--- src/srcd_pkg.sv ---
// Shared constants for the reference-delay calibration block
package srcd_pkg;
  // Register offsets
  localparam logic [11:0] SRCD_ENABLE_OFS = 12'h2b0;
  localparam logic [11:0] SRCD_CONFIG_OFS = 12'h2b1;
  localparam logic [11:0] SRCD_STATUS_OFS = 12'h2b2;
  // Reset values
  localparam logic [7:0]  SRCD_ENABLE_RST = 8'h00;
  localparam logic [7:0]  SRCD_CONFIG_RST = 8'h05;
  // Field positions
  localparam int SRCD_EN_BIT       = 0;
  localparam int SRCD_AVG_LSB      = 2;
  localparam int SRCD_LEN_LSB      = 0;
  localparam int SRCD_COMPLETE_BIT = 17;
  localparam int SRCD_FAIL_BIT     = 18;
  localparam int SRCD_INV_BIT      = 16;
  localparam int SRCD_COARSE_LSB   = 8;
  // Calibration bound: scale * 4^(avg + len + 2) cycles
  localparam int SRCD_BOUND_SCALE  = 384 * 19;
  localparam int SRCD_BOUND_EXP    = 2;
  // Longest reference period per accumulation-length code
  localparam logic [15:0] SRCD_PERIOD_LIM0 = 16'd128;
  localparam logic [15:0] SRCD_PERIOD_LIM1 = 16'd1664;
  localparam logic [15:0] SRCD_PERIOD_LIM2 = 16'd7808;
  localparam logic [15:0] SRCD_PERIOD_LIM3 = 16'd32384;
  typedef enum logic [1:0] {SRCD_IDLE, SRCD_RUN, SRCD_DONE} srcd_state_t;
endpackage

--- src/srcd_ref_cal.sv ---
// Reference-delay calibration control with its register file
//
// Function
// - With calibration disabled the delay output follows the manual delay setting.
// - With calibration enabled the delay output follows the calibration result only.
// - A calibration run starts only on a low-to-high change of the enable bit.
// - Averaging code 0..3 selects 4, 16, 64 or 256 measurements, default 1.
// - Length code 0..3 selects 4, 16, 64 or 256 cycles per accumulation.
// - A reference period above the limit gives a failed, unusable result.
// - A run ends within 384*19*4^(avg+len+2) cycles.
// - Status bit 17 reads 1 only while enabled and the run has finished.
// - Status bits 16:0 report the found delay code, valid only when complete.
// - Code bit 16 is clock inversion, 15:8 coarse step, 7:0 fine step.
`timescale 1ns/1ps
`default_nettype none
module srcd_ref_cal import srcd_pkg::*; #(
  parameter int BOUND_SCALE = SRCD_BOUND_SCALE
) (
  input  wire logic        mclk,
  input  wire logic        sys_rst,
  input  wire logic        ce,
  input  wire logic        ref_pin,
  input  wire logic [16:0] manual_delay,
  input  wire logic        reg_wr,
  input  wire logic        reg_rd,
  input  wire logic [11:0] reg_addr,
  input  wire logic [7:0]  reg_wdata,
  output logic      [23:0] reg_rdata,
  output logic      [16:0] delay_out,
  output logic             cal_enable,
  output logic             cal_complete
);
  // Scale must stay small enough that the shifted bound still fits 32 bits
  if (BOUND_SCALE < 1 || BOUND_SCALE > 65535) begin : g_bad_scale
    $error("BOUND_SCALE out of range");
  end

  srcd_state_t st_q;
  logic [7:0]  enable_q;
  logic [7:0]  config_q;
  logic        en_prev_q;
  logic [2:0]  ref_sync_q;
  logic [15:0] sum_q;
  logic [8:0]  cnt_q;
  logic [31:0] cyc_q;
  logic [16:0] result_q;
  logic        done_q;
  logic        fail_q;
  logic        start;
  logic        cal_en;
  logic [1:0]  avg_code;
  logic [1:0]  len_code;
  logic [8:0]  navg;
  logic [31:0] bound;
  logic [15:0] sum_next;
  logic [31:0] scaled;
  logic        s_valid;
  logic [7:0]  s_phase;
  logic        s_long;

  assign cal_en   = enable_q[SRCD_EN_BIT];
  assign avg_code = config_q[SRCD_AVG_LSB +: 2];
  assign len_code = config_q[SRCD_LEN_LSB +: 2];
  assign start    = cal_en && !en_prev_q;

  // Decoded averaging depth and run bound
  always_comb begin
    navg     = 9'(16'd1 << (2 * (avg_code + 2'd1)));
    bound    = 32'(BOUND_SCALE) << (2 * (avg_code + len_code + 2'(SRCD_BOUND_EXP)));
    sum_next = sum_q + {8'h00, s_phase};
    // Average phase as coarse.fine fraction of the window
    scaled   = ({16'h0000, sum_next} << (16 - 2 * (len_code + 2'd1)))
               >> (2 * (avg_code + 2'd1));
  end

  // Register writes; reserved bits are kept as written
  always_ff @(posedge mclk) begin
    if (sys_rst) begin
      enable_q <= SRCD_ENABLE_RST;
      config_q <= SRCD_CONFIG_RST;
    end else if (ce && reg_wr) begin
      if (reg_addr == SRCD_ENABLE_OFS) begin
        enable_q <= reg_wdata;
      end
      if (reg_addr == SRCD_CONFIG_OFS) begin
        config_q <= reg_wdata;
      end
    end
  end

  // Read data one cycle after the strobe; unmapped offsets read zero
  always_ff @(posedge mclk) begin
    if (sys_rst) begin
      reg_rdata <= 24'h000000;
    end else if (ce && reg_rd) begin
      case (reg_addr)
        SRCD_ENABLE_OFS: reg_rdata <= {16'h0000, enable_q};
        SRCD_CONFIG_OFS: reg_rdata <= {16'h0000, config_q};
        // Flag gated by enable so a stale completion never shows
        SRCD_STATUS_OFS: reg_rdata <= {5'h00, fail_q, cal_en && done_q, result_q};
        default:         reg_rdata <= 24'h000000;
      endcase
    end
  end

  // Reference pin is asynchronous: two stages, then an edge stage
  always_ff @(posedge mclk) begin
    if (sys_rst) begin
      ref_sync_q <= 3'b000;
    end else if (ce) begin
      ref_sync_q <= {ref_sync_q[1:0], ref_pin};
    end
  end

  srcd_phase_meas u_meas (
    .mclk         (mclk),
    .sys_rst      (sys_rst),
    .ce           (ce),
    .run          (st_q == SRCD_RUN),
    .ref_edge     (ref_sync_q[1] && !ref_sync_q[2]),
    .len_code     (len_code),
    .sample_valid (s_valid),
    .sample_phase (s_phase),
    .too_long     (s_long)
  );

  // Calibration sequencer
  always_ff @(posedge mclk) begin
    if (sys_rst) begin
      st_q      <= SRCD_IDLE;
      en_prev_q <= 1'b0;
      sum_q     <= 16'h0000;
      cnt_q     <= 9'h000;
      cyc_q     <= 32'h00000000;
      result_q  <= 17'h00000;
      done_q    <= 1'b0;
      fail_q    <= 1'b0;
    end else if (ce) begin
      en_prev_q <= cal_en;
      if (!cal_en) begin
        st_q   <= SRCD_IDLE;
        done_q <= 1'b0;
      end else if (start) begin
        st_q   <= SRCD_RUN;
        done_q <= 1'b0;
        fail_q <= 1'b0;
        sum_q  <= 16'h0000;
        cnt_q  <= 9'h000;
        cyc_q  <= 32'h00000000;
      end else begin
        case (st_q)
          SRCD_RUN: begin
            cyc_q <= cyc_q + 32'h00000001;
            if (cyc_q + 32'h00000001 >= bound) begin
              // Out of time: give up rather than hang
              st_q     <= SRCD_DONE;
              done_q   <= 1'b1;
              fail_q   <= 1'b1;
              result_q <= 17'h00000;
            end else if (s_valid && s_long) begin
              st_q     <= SRCD_DONE;
              done_q   <= 1'b1;
              fail_q   <= 1'b1;
              result_q <= 17'h00000;
            end else if (s_valid) begin
              sum_q <= sum_next;
              cnt_q <= cnt_q + 9'h001;
              if (cnt_q + 9'h001 == navg) begin
                st_q     <= SRCD_DONE;
                done_q   <= 1'b1;
                result_q <= {1'b0, scaled[15:0]};
              end
            end
          end
          SRCD_DONE: st_q <= SRCD_DONE;
          SRCD_IDLE: st_q <= SRCD_IDLE;
          default:   st_q <= SRCD_IDLE;
        endcase
      end
    end
  end

  // Delay output select; calibration never glitches the manual path
  always_ff @(posedge mclk) begin
    if (sys_rst) begin
      delay_out    <= 17'h00000;
      cal_enable   <= 1'b0;
      cal_complete <= 1'b0;
    end else if (ce) begin
      delay_out    <= cal_en ? result_q : manual_delay;
      cal_enable   <= cal_en;
      cal_complete <= cal_en && done_q;
    end
  end

  property p_manual_path;
    @(posedge mclk) disable iff (sys_rst)
      (ce && !cal_en) |=> delay_out == $past(manual_delay);
  endproperty
  a_manual_path: assert property (p_manual_path) else $error("manual delay not passed");

  property p_cal_path;
    @(posedge mclk) disable iff (sys_rst)
      (ce && cal_en) |=> delay_out == $past(result_q);
  endproperty
  a_cal_path: assert property (p_cal_path) else $error("calibrated delay not used");

  property p_start_on_rise;
    @(posedge mclk) disable iff (sys_rst)
      (st_q != SRCD_RUN ##1 st_q == SRCD_RUN) |-> $past(start) && !$past(en_prev_q);
  endproperty
  a_start_on_rise: assert property (p_start_on_rise) else $error("run began without rise");

  property p_fail_long;
    @(posedge mclk) disable iff (sys_rst)
      (ce && cal_en && !start && st_q == SRCD_RUN && s_valid && s_long)
        |=> st_q == SRCD_DONE && fail_q && done_q;
  endproperty
  a_fail_long: assert property (p_fail_long) else $error("long period not failed");

  property p_bound;
    @(posedge mclk) disable iff (sys_rst)
      (st_q == SRCD_RUN) |-> cyc_q < bound;
  endproperty
  a_bound: assert property (p_bound) else $error("run exceeded bound");

  property p_complete_gated;
    @(posedge mclk) disable iff (sys_rst)
      (ce && reg_rd && reg_addr == SRCD_STATUS_OFS)
        |=> reg_rdata[SRCD_COMPLETE_BIT] == $past(cal_en && done_q);
  endproperty
  a_complete_gated: assert property (p_complete_gated) else $error("bad completion bit");

  property p_result_read;
    @(posedge mclk) disable iff (sys_rst)
      (ce && reg_rd && reg_addr == SRCD_STATUS_OFS) |=> reg_rdata[16:0] == $past(result_q);
  endproperty
  a_result_read: assert property (p_result_read) else $error("bad status code");

  property p_clear_done;
    @(posedge mclk) disable iff (sys_rst)
      (ce && (!cal_en || start)) |=> !done_q;
  endproperty
  a_clear_done: assert property (p_clear_done) else $error("completion not cleared");

  property p_avg_count;
    @(posedge mclk) disable iff (sys_rst)
      (st_q == SRCD_RUN ##1 st_q == SRCD_DONE && !fail_q) |-> cnt_q == $past(navg);
  endproperty
  a_avg_count: assert property (p_avg_count) else $error("wrong sample count");

  c_start:   cover property (@(posedge mclk) disable iff (sys_rst) start);
  c_success: cover property (@(posedge mclk) disable iff (sys_rst) done_q && !fail_q);
  c_fail:    cover property (@(posedge mclk) disable iff (sys_rst) done_q && fail_q);
endmodule // srcd_ref_cal
`default_nettype wire

--- src/srcd_phase_meas.sv ---
// Reference edge phase and period measurement
`timescale 1ns/1ps
`default_nettype none
module srcd_phase_meas import srcd_pkg::*; (
  input  wire logic        mclk,
  input  wire logic        sys_rst,
  input  wire logic        ce,
  input  wire logic        run,
  input  wire logic        ref_edge,
  input  wire logic [1:0]  len_code,
  output logic             sample_valid,
  output logic [7:0]       sample_phase,
  output logic             too_long
);
  logic [7:0]  phase_q;
  logic [15:0] period_q;
  logic        armed_q;
  logic [7:0]  len_last;
  logic [15:0] limit;

  // Accumulation length 4/16/64/256 and matching period limit
  always_comb begin
    len_last = 8'((16'd1 << (2 * (len_code + 2'd1))) - 16'd1);
    case (len_code)
      2'd0:    limit = SRCD_PERIOD_LIM0;
      2'd1:    limit = SRCD_PERIOD_LIM1;
      2'd2:    limit = SRCD_PERIOD_LIM2;
      default: limit = SRCD_PERIOD_LIM3;
    endcase
  end

  // Phase counter wraps once per accumulation window
  always_ff @(posedge mclk) begin
    if (sys_rst || (ce && !run)) begin
      phase_q <= 8'h00;
    end else if (ce) begin
      phase_q <= (phase_q == len_last) ? 8'h00 : phase_q + 8'h01;
    end
  end

  // Period counter saturates so a missing reference still reads as too long
  always_ff @(posedge mclk) begin
    if (sys_rst || (ce && !run)) begin
      period_q <= 16'h0000;
      armed_q  <= 1'b0;
    end else if (ce) begin
      if (ref_edge) begin
        period_q <= 16'h0001;
        armed_q  <= 1'b1;
      end else if (period_q != 16'hffff) begin
        period_q <= period_q + 16'h0001;
      end
    end
  end

  // First edge only arms; later edges yield a sample
  assign sample_valid = run && ref_edge && armed_q;
  assign sample_phase = phase_q;
  assign too_long     = period_q > limit;
endmodule // srcd_phase_meas
`default_nettype wire

--- config.mk ---
export PLATFORM = sky130hd
export DESIGN_NAME = srcd_ref_cal
export DESIGN_NICKNAME = d
export VERILOG_FILES = /design/src/srcd_pkg.sv /design/src/srcd_ref_cal.sv /design/src/srcd_phase_meas.sv
export SDC_FILE = /design/constraint.sdc
export NUM_CORES = 1
export LEC_CHECK = 0
export ABC_AREA = 1
export BUFFER_PORTS_ARGS = -buffer_cell sky130_fd_sc_hd__buf_4
export CORE_UTILIZATION = 42
export DETAILED_ROUTE_END_ITERATION = 8
export SETUP_SLACK_MARGIN = 0.5
export SYNTH_ARGS = -nofsm -noshare
export SYNTH_HDL_FRONTEND = slang
export SYNTH_SLANG_ARGS = --single-unit
--- constraint.sdc ---
create_clock -name mclk -period 3.7 [get_ports mclk]
set_input_delay 0.74 -clock mclk [delete_from_list [all_inputs] [get_ports mclk]]
set_output_delay 0.74 -clock mclk [all_outputs]
set_load 0.02 [all_outputs]
* Yosys cells after proc, flatten, opt, wreduce, memory -nomap -nowiden *
Cells that the tools add are included.

cells by class
  add/sub/neg operators = 11
  magnitude comparators = 2
  equal/unequal tests = 17
  shift-type cells = 5
  mux-type cells = 40
  bitwise logic cells = 1
  reduce and logical (&&, ||, !) cells = 30

operators with widths
  operator                                                                 count
  16-bit two-way mux                                                       7
  17-bit two-way mux                                                       5
  32-bit two-way mux                                                       2
  19-bit case mux with 3 select lines                                      1
  9-bit two-way mux                                                        5
  15-bit case mux with 3 select lines                                      1
  12-bit by 10-bit equality test with 1-bit output, second input constant  3
  32-bit by 1-bit adder with 32-bit output, second input constant          1
  32-bit greater-or-equal comparator                                       1
  1-bit by 32-bit left shift with 8-bit output, first input constant       1
  1-bit by 32-bit left shift with 9-bit output, first input constant       1
  13-bit by 5-bit left shift with 32-bit output, first input constant      1
  16-bit by 32-bit left shift with 32-bit output                           1
  32-bit by 4-bit right shift with 16-bit output                           1
  5-bit by 32-bit subtractor with 32-bit output, first input constant      1
  16-bit by 1-bit adder with 16-bit output, second input constant          1
  16-bit by 8-bit adder with 16-bit output                                 1
  16-bit by 15-bit greater-than comparator with 1-bit output               1
  16-bit inequality test, second input constant                            1
  2-bit two-way mux                                                        6
  6-bit inequality test, second input constant                             2
  6-bit AND reduction                                                      2
  1-bit two-way mux                                                        11
  5-bit by 1-bit inequality test with 1-bit output, second input constant  2
  24 further kinds                                                         47

word-level totals
  register bits after elaboration = 165
  bits of input ports = 43
  output and inout bits = 43
  logic and storage cells = 123

* Longest topological paths before layout *
  word-level depth = 10
  depth in mapped cells = 24
  depth with buffers taken out = 24

* Cells and area by module *
From an unflattened synthesis, not the netlist that was laid out.

unflattened totals
  cells, all modules = 1597
  area, all modules = 10441.3 µm²

modules (own cells, without submodules)
  module           instances  cells an instance  area an instance (µm²)  sequential area each (µm²)
  srcd_ref_cal     1          1329               8762.2                  2662.6
  srcd_phase_meas  1          268                1679.1                  500.5

* Worst setup path before layout *
OpenSTA, ideal clock, no wires.

  path kind = flip-flop to flip-flop
  start point = register config_q[3]
  end point = register result_q[14]
  setup time = 0.071 ns
  arrival = 3.532 ns
  data required time = 3.629 ns
  path slack = 0.097 ns
  stages on the path, launching flop included = 22
  path buffers = 2
  period minus slack after synthesis = 3.603 ns
  cell sequence = dfxtp_1 inv_2 clkbuf_1 ha_1 or2_2 nand2_1 inv_1 o21ai_0 a21boi_0 nand2_1 ha_1 nand2_1 nor2_1 nand2_1 nor4_1 nand2_2 nand3_2 nand2_4 nor2_4 buf_6 nand2_1 a21oi_2

between the ends
  longest elaborated chain between the ends = 6
  elaborated cells between the ends (all ways) = 15
  classes of those cells = 3 x add/sub; 1 x order compare; 1 x eq/ne; 3 x shift; 4 x mux; 3 x reduce/logical

RTL lines
  item                                                                                                             line                                                        source
  start, declared                                                                                                  srcd_ref_cal.sv:40                                          logic [7:0] config_q;
  start signal, assigned                                                                                           srcd_ref_cal.sv:86                                          config_q <= reg_wdata;
  2-bit by 2-bit adder with 3-bit output / 2-bit by 1-bit adder with 3-bit output (equally long branches)          srcd_ref_cal.sv:69, srcd_ref_cal.sv:68, srcd_ref_cal.sv:73
  3-bit by 2-bit adder with 4-bit output / 32-bit by 4-bit right shift with 16-bit output (equally long branches)  srcd_ref_cal.sv:69, srcd_ref_cal.sv:72
  13-bit by 5-bit left shift with 32-bit output / 17-bit two-way mux (equally long branches)                       srcd_ref_cal.sv:69, srcd_ref_cal.sv:168
  32-bit greater-or-equal comparator / 17-bit two-way mux (equally long branches)                                  srcd_ref_cal.sv:154, srcd_ref_cal.sv:165
  3-bit nonzero test (no source line) / 17-bit two-way mux (equally long branches)                                 --
  6-bit AND reduction (no source line) / 17-bit two-way mux (equally long branches)                                --
  end signal, assigned                                                                                             srcd_ref_cal.sv:171                                         result_q <= {1'b0, scaled[15:0]};
  end, declared                                                                                                    srcd_ref_cal.sv:46                                          logic [16:0] result_q;

Several ways; a longest one is shown, not always the timed one. The select of a mux whose other input is x is not followed.
A chain may end at the register's enable or synchronous reset.

* Worst setup path in the final report *
  start point = register cyc_q[0]
  end point = register result_q[3]

between the ends
  longest elaborated chain between the ends = 4
  elaborated cells between the ends (all ways) = 6
  classes of those cells = 1 x add/sub; 1 x order compare; 1 x mux; 3 x reduce/logical

RTL lines
  item                                          line                 source
  start, declared                               srcd_ref_cal.sv:45   logic [31:0] cyc_q;
  start signal, assigned                        srcd_ref_cal.sv:153  cyc_q <= cyc_q + 32'h00000001;
  32-bit by 1-bit adder with 32-bit output (*)  srcd_ref_cal.sv:154  if (cyc_q + 32'h00000001 >= bound) begin
  32-bit greater-or-equal comparator (*)        srcd_ref_cal.sv:154
  3-bit nonzero test (no source line)           --
  6-bit AND reduction (no source line)          --

Every way passes the cells marked *; elsewhere a longest branch is shown, timed or not.

==> impl_metrics.json <==
{
  "synthTopCellsByArea": "dfxtp_1 (32%), nand2_1 (15%), ha_1 (6.7%)",
  "initial_utilization_pct": 43.3,
  "drive_gt1_share_pct": 21.1,
  "synthMostInstantiatedCell": "nand2_1",
  "clkSinkCount": 158,
  "core.rowCount": 55,
  "die-area_um2": 24300,
  "cts_root_buf": "clkbuf_16",
  "dp_hpwl_mm": 20.2,
  "reg2reg_slack_ps": 100,
  "period_needed_ps": 3600,
  "drtIter0Drc": 662,
  "p_leak_uw": 0.00567,
  "highest_layer": "met4",
  "period_share_pct": 97.4,
  "vias_per_cell": 5.15,
  "crit_slowest_cell": "dfxtp_2",
  "crit_path_cell_trace": "ha_4 > nand2_4 > nor2_4 > nand2_2 > nor3_4 > nand4_2 > nor2_2 > nand2_2 > nor2_4 > nand3_2 > xor2_2 > ha_1 > nand2_2 > nor2_2 > nand2_2 > nor4_2 > nand2_2 > nand3_2 > nand2_4 > nor2_4 > buf_12 > buf_16 > nand3_2 > a21oi_2",
  "crit_family": "simple AND/OR/NAND/NOR gates",
  "yosysWarnings": 0,
  "power.total_uw": 3720,
  "track_usage_pct": 24.3,
  "grt_pass1_vias": 9504,
  "wl_met2_mm": 12.6,
  "switchingPower_uw": 999,
  "slew_viol_final": 0,
  "p_int_uw": 2720,
  "synth_area_um2": 9930,
  "fin_nets": 1753,
  "synthXorXnorAreaFrac_pct": 2.82,
  "synth-edff-count": 0,
  "hold_path.class": "reg -> reg",
  "critPathRequiredTime_ps": 4070,
  "ys_seq_area_share_pct": 31.8,
  "synth_top_family_by_area": "simple AND/OR/NAND/NOR gates",
  "outcome": "complete, no violations",
  "tightestPinTransition_ps": 843,
  "arrival_ps": 3970,
  "rsz0062_at_grt": "true",
  "synth_top_area_share_pct": 31.8,
  "finalClockSkew_ps": 18.2,
  "drc": 0,
  "clk_pin_slew_ps": 70,
  "cts_inserted_buffers": 17,
  "io_pins": 86,
  "path_class": "reg -> reg",
  "finalWirelength_mm": 29.2,
  "p_seq_share_pct": 46.6,
  "diodes": 0,
  "synthCells": 1517,
  "synth-seq-cells": 158,
  "ys_async_sr_fraction_pct": 0,
  "switching_share_pct": 26.9,
  "synthAdderAreaFrac_pct": 6.88,
  "ys_top_cells_by_count": "nand2_1 (407), inv_1 (164), dfxtp_1 (158)",
  "antenna_found_initial": 0,
  "slew_headroom_pct": 43.8,
  "p_per_area_nw_per_um2": 293,
  "cpMostUsedCell": "nand2_2",
  "vdd_drop_max_mv": 0.243,
  "post_drt_wl_per_cell_um": 14.7,
  "overflow": 0,
  "place.port_buffers": 79,
  "synth-simple-area-share_pct": 35.0,
  "place_ws_ps": 46.7,
  "via_count": 10200,
  "final_util_pct": 55.4,
  "avgSynthCellArea_um2": 6.55,
  "final_antenna_net_count": 0,
  "grt_pass1_wl_mm": 47.4,
  "drv_cap": 0,
  "met1_length_mm": 14.4,
  "holdBufCountCts": 0,
  "htreeDepth": 4,
  "clkPwrFrac_pct": 47.4,
  "cp-start-kind": "register",
  "fp.dieW_um": 156,
  "hold_viol_final": 0,
  "cts_tree": "done",
  "gp_congestion": 0.868,
  "cpPeakStageDelay_ps": 360,
  "fp.dieH_um": 156,
  "core-area_um2": 22900,
  "clock.fmax_ghz": 0.278,
  "cp_max_fo": 7,
  "fin_ws_ps": 96.5,
  "finalSetupViolations": 0,
  "comb_power_share_pct": 5.9,
  "dr.pass1.iters": 7,
  "area_growth_pct": 27.8,
  "crit_buf_inv": 2,
  "end_kind": "register",
  "grt_max_degree": 70,
  "synth_compound_gate_area_share_pct": 14.1,
  "clock_path_buffers": 2,
  "yosysTopAreaCell": "dfxtp_1",
  "route.met3.wl_mm": 1.71,
  "ys_types": 50,
  "synth_mux_area_share_pct": 0,
  "insertion_delay_ps": 450,
  "synth-main-ff-cell": "dfxtp_1"
}
-- tightest hold or removal path, cell delays in order, from the launching register on --
cell and delay (ps):
dfxtp_1 300, inv_2 60, a21oi_1 60
-- worst paths after layout --
kind / startpoint / to / depth (start not counted)
hold reg to reg: ref_sync_q[1] / ref_sync_q[1] / 2
hold / removal: ref_sync_q[1] / ref_sync_q[1] / 2
setup / recovery: cyc_q[0] / result_q[3] / 24
setup reg to reg: cyc_q[0] / result_q[3] / 24
-- layout make-up --
| type | count | area [um2] |
|---|---|---|
| timing repair buffer | 166 | 1480 |
| sequential | 158 | 3180 |
| tap | 313 | 392 |
| clock buffer | 18 | 439 |
| timing repair inverter | 1 | 11.3 |
| inverter | 178 | 676 |
| clock inverter | 14 | 138 |
| fill | 2212 | 10200 |
| multi-input combinational | 1134 | 6370 |
-- power by group through the flow --
| stage | logic [uW] | registers (uW) | clock network (uW) |
|---|---|---|---|
| 6_report | 220 | 1730 | 1760 |
| 5_1_grt | 242 | 1740 | 1870 |
| 4_1_cts | 217 | 1730 | 1790 |
| 3_5_place_dp | 213 | 1770 | 0 |
| 3_3_place_gp | 212 | 1770 | 0 |
| 2_1_floorplan | 102 | 1790 | 0 |
-- flip-flops by register name (all words and copies together), names as in the netlist, 8 cells and up --
name / count
enable_q: 8
sum_q: 16
delay_out: 17
cnt_q: 9
cyc_q: 32
config_q: 8
reg_rdata: 18
u_meas.period_q: 16
u_meas.sample_phase: 8
result_q: 16
-- through the flow --
step                setup TNS (ps)  instance area, um2  instances  hold WS, ps
floorplan                        0               10000       1522          430
global placement                 0               10900       1880          449
detailed placement               0               10900       1880          457
CTS                              0               12300       1968          465
global route                 -2640               12700       1982          488
finish                           0               12700       1982          464
-- logic make-up (layout without fill, tap and decap cells) --
kind of cell	count (synthesis)	after routing
flip-flops	158	158
XOR/XNOR	32	32
AND/OR/NAND/NOR	790	791
buffers and inverters	231	377
other	1	6
AO/OA/AOI/OAI	251	251
adder cells (fa/ha/maj)	54	54
-- timing repair --
item,4_1_cts,5_1_grt
setup buffers,51,13
gates resized for setup,81,87
endpoints found under the setup margin,45,47
pin swaps,27,33
cloned,5,1
-- placed cells by master (no fill, tap or decap), types with 7 or more instances in the layout --
cell	n
nand2_1	390
inv_1	160
nand3_1	125
clkbuf_16	18
nand2_2	13
a21oi_2	26
o21ai_2	7
dfxtp_2	9
nor2_4	14
buf_6	26
inv_2	12
nand4_1	22
buf_4	131
nor2_1	117
xor2_1	24
nor2_2	12
o221ai_1	7
dfxtp_1	147
ha_1	47
a21oi_1	110
o21ai_0	55
o21ai_1	14
nand2_4	9
nand3_2	15
nor3_1	40
-- routing by layer --
layer  vias up  GRT usage (%)
met5         -              0
met4         0           7.00
met3        34           4.83
met2       276           37.3
met1      4643           34.3
li1       5262              -
(Power assumes the default switching activity.)
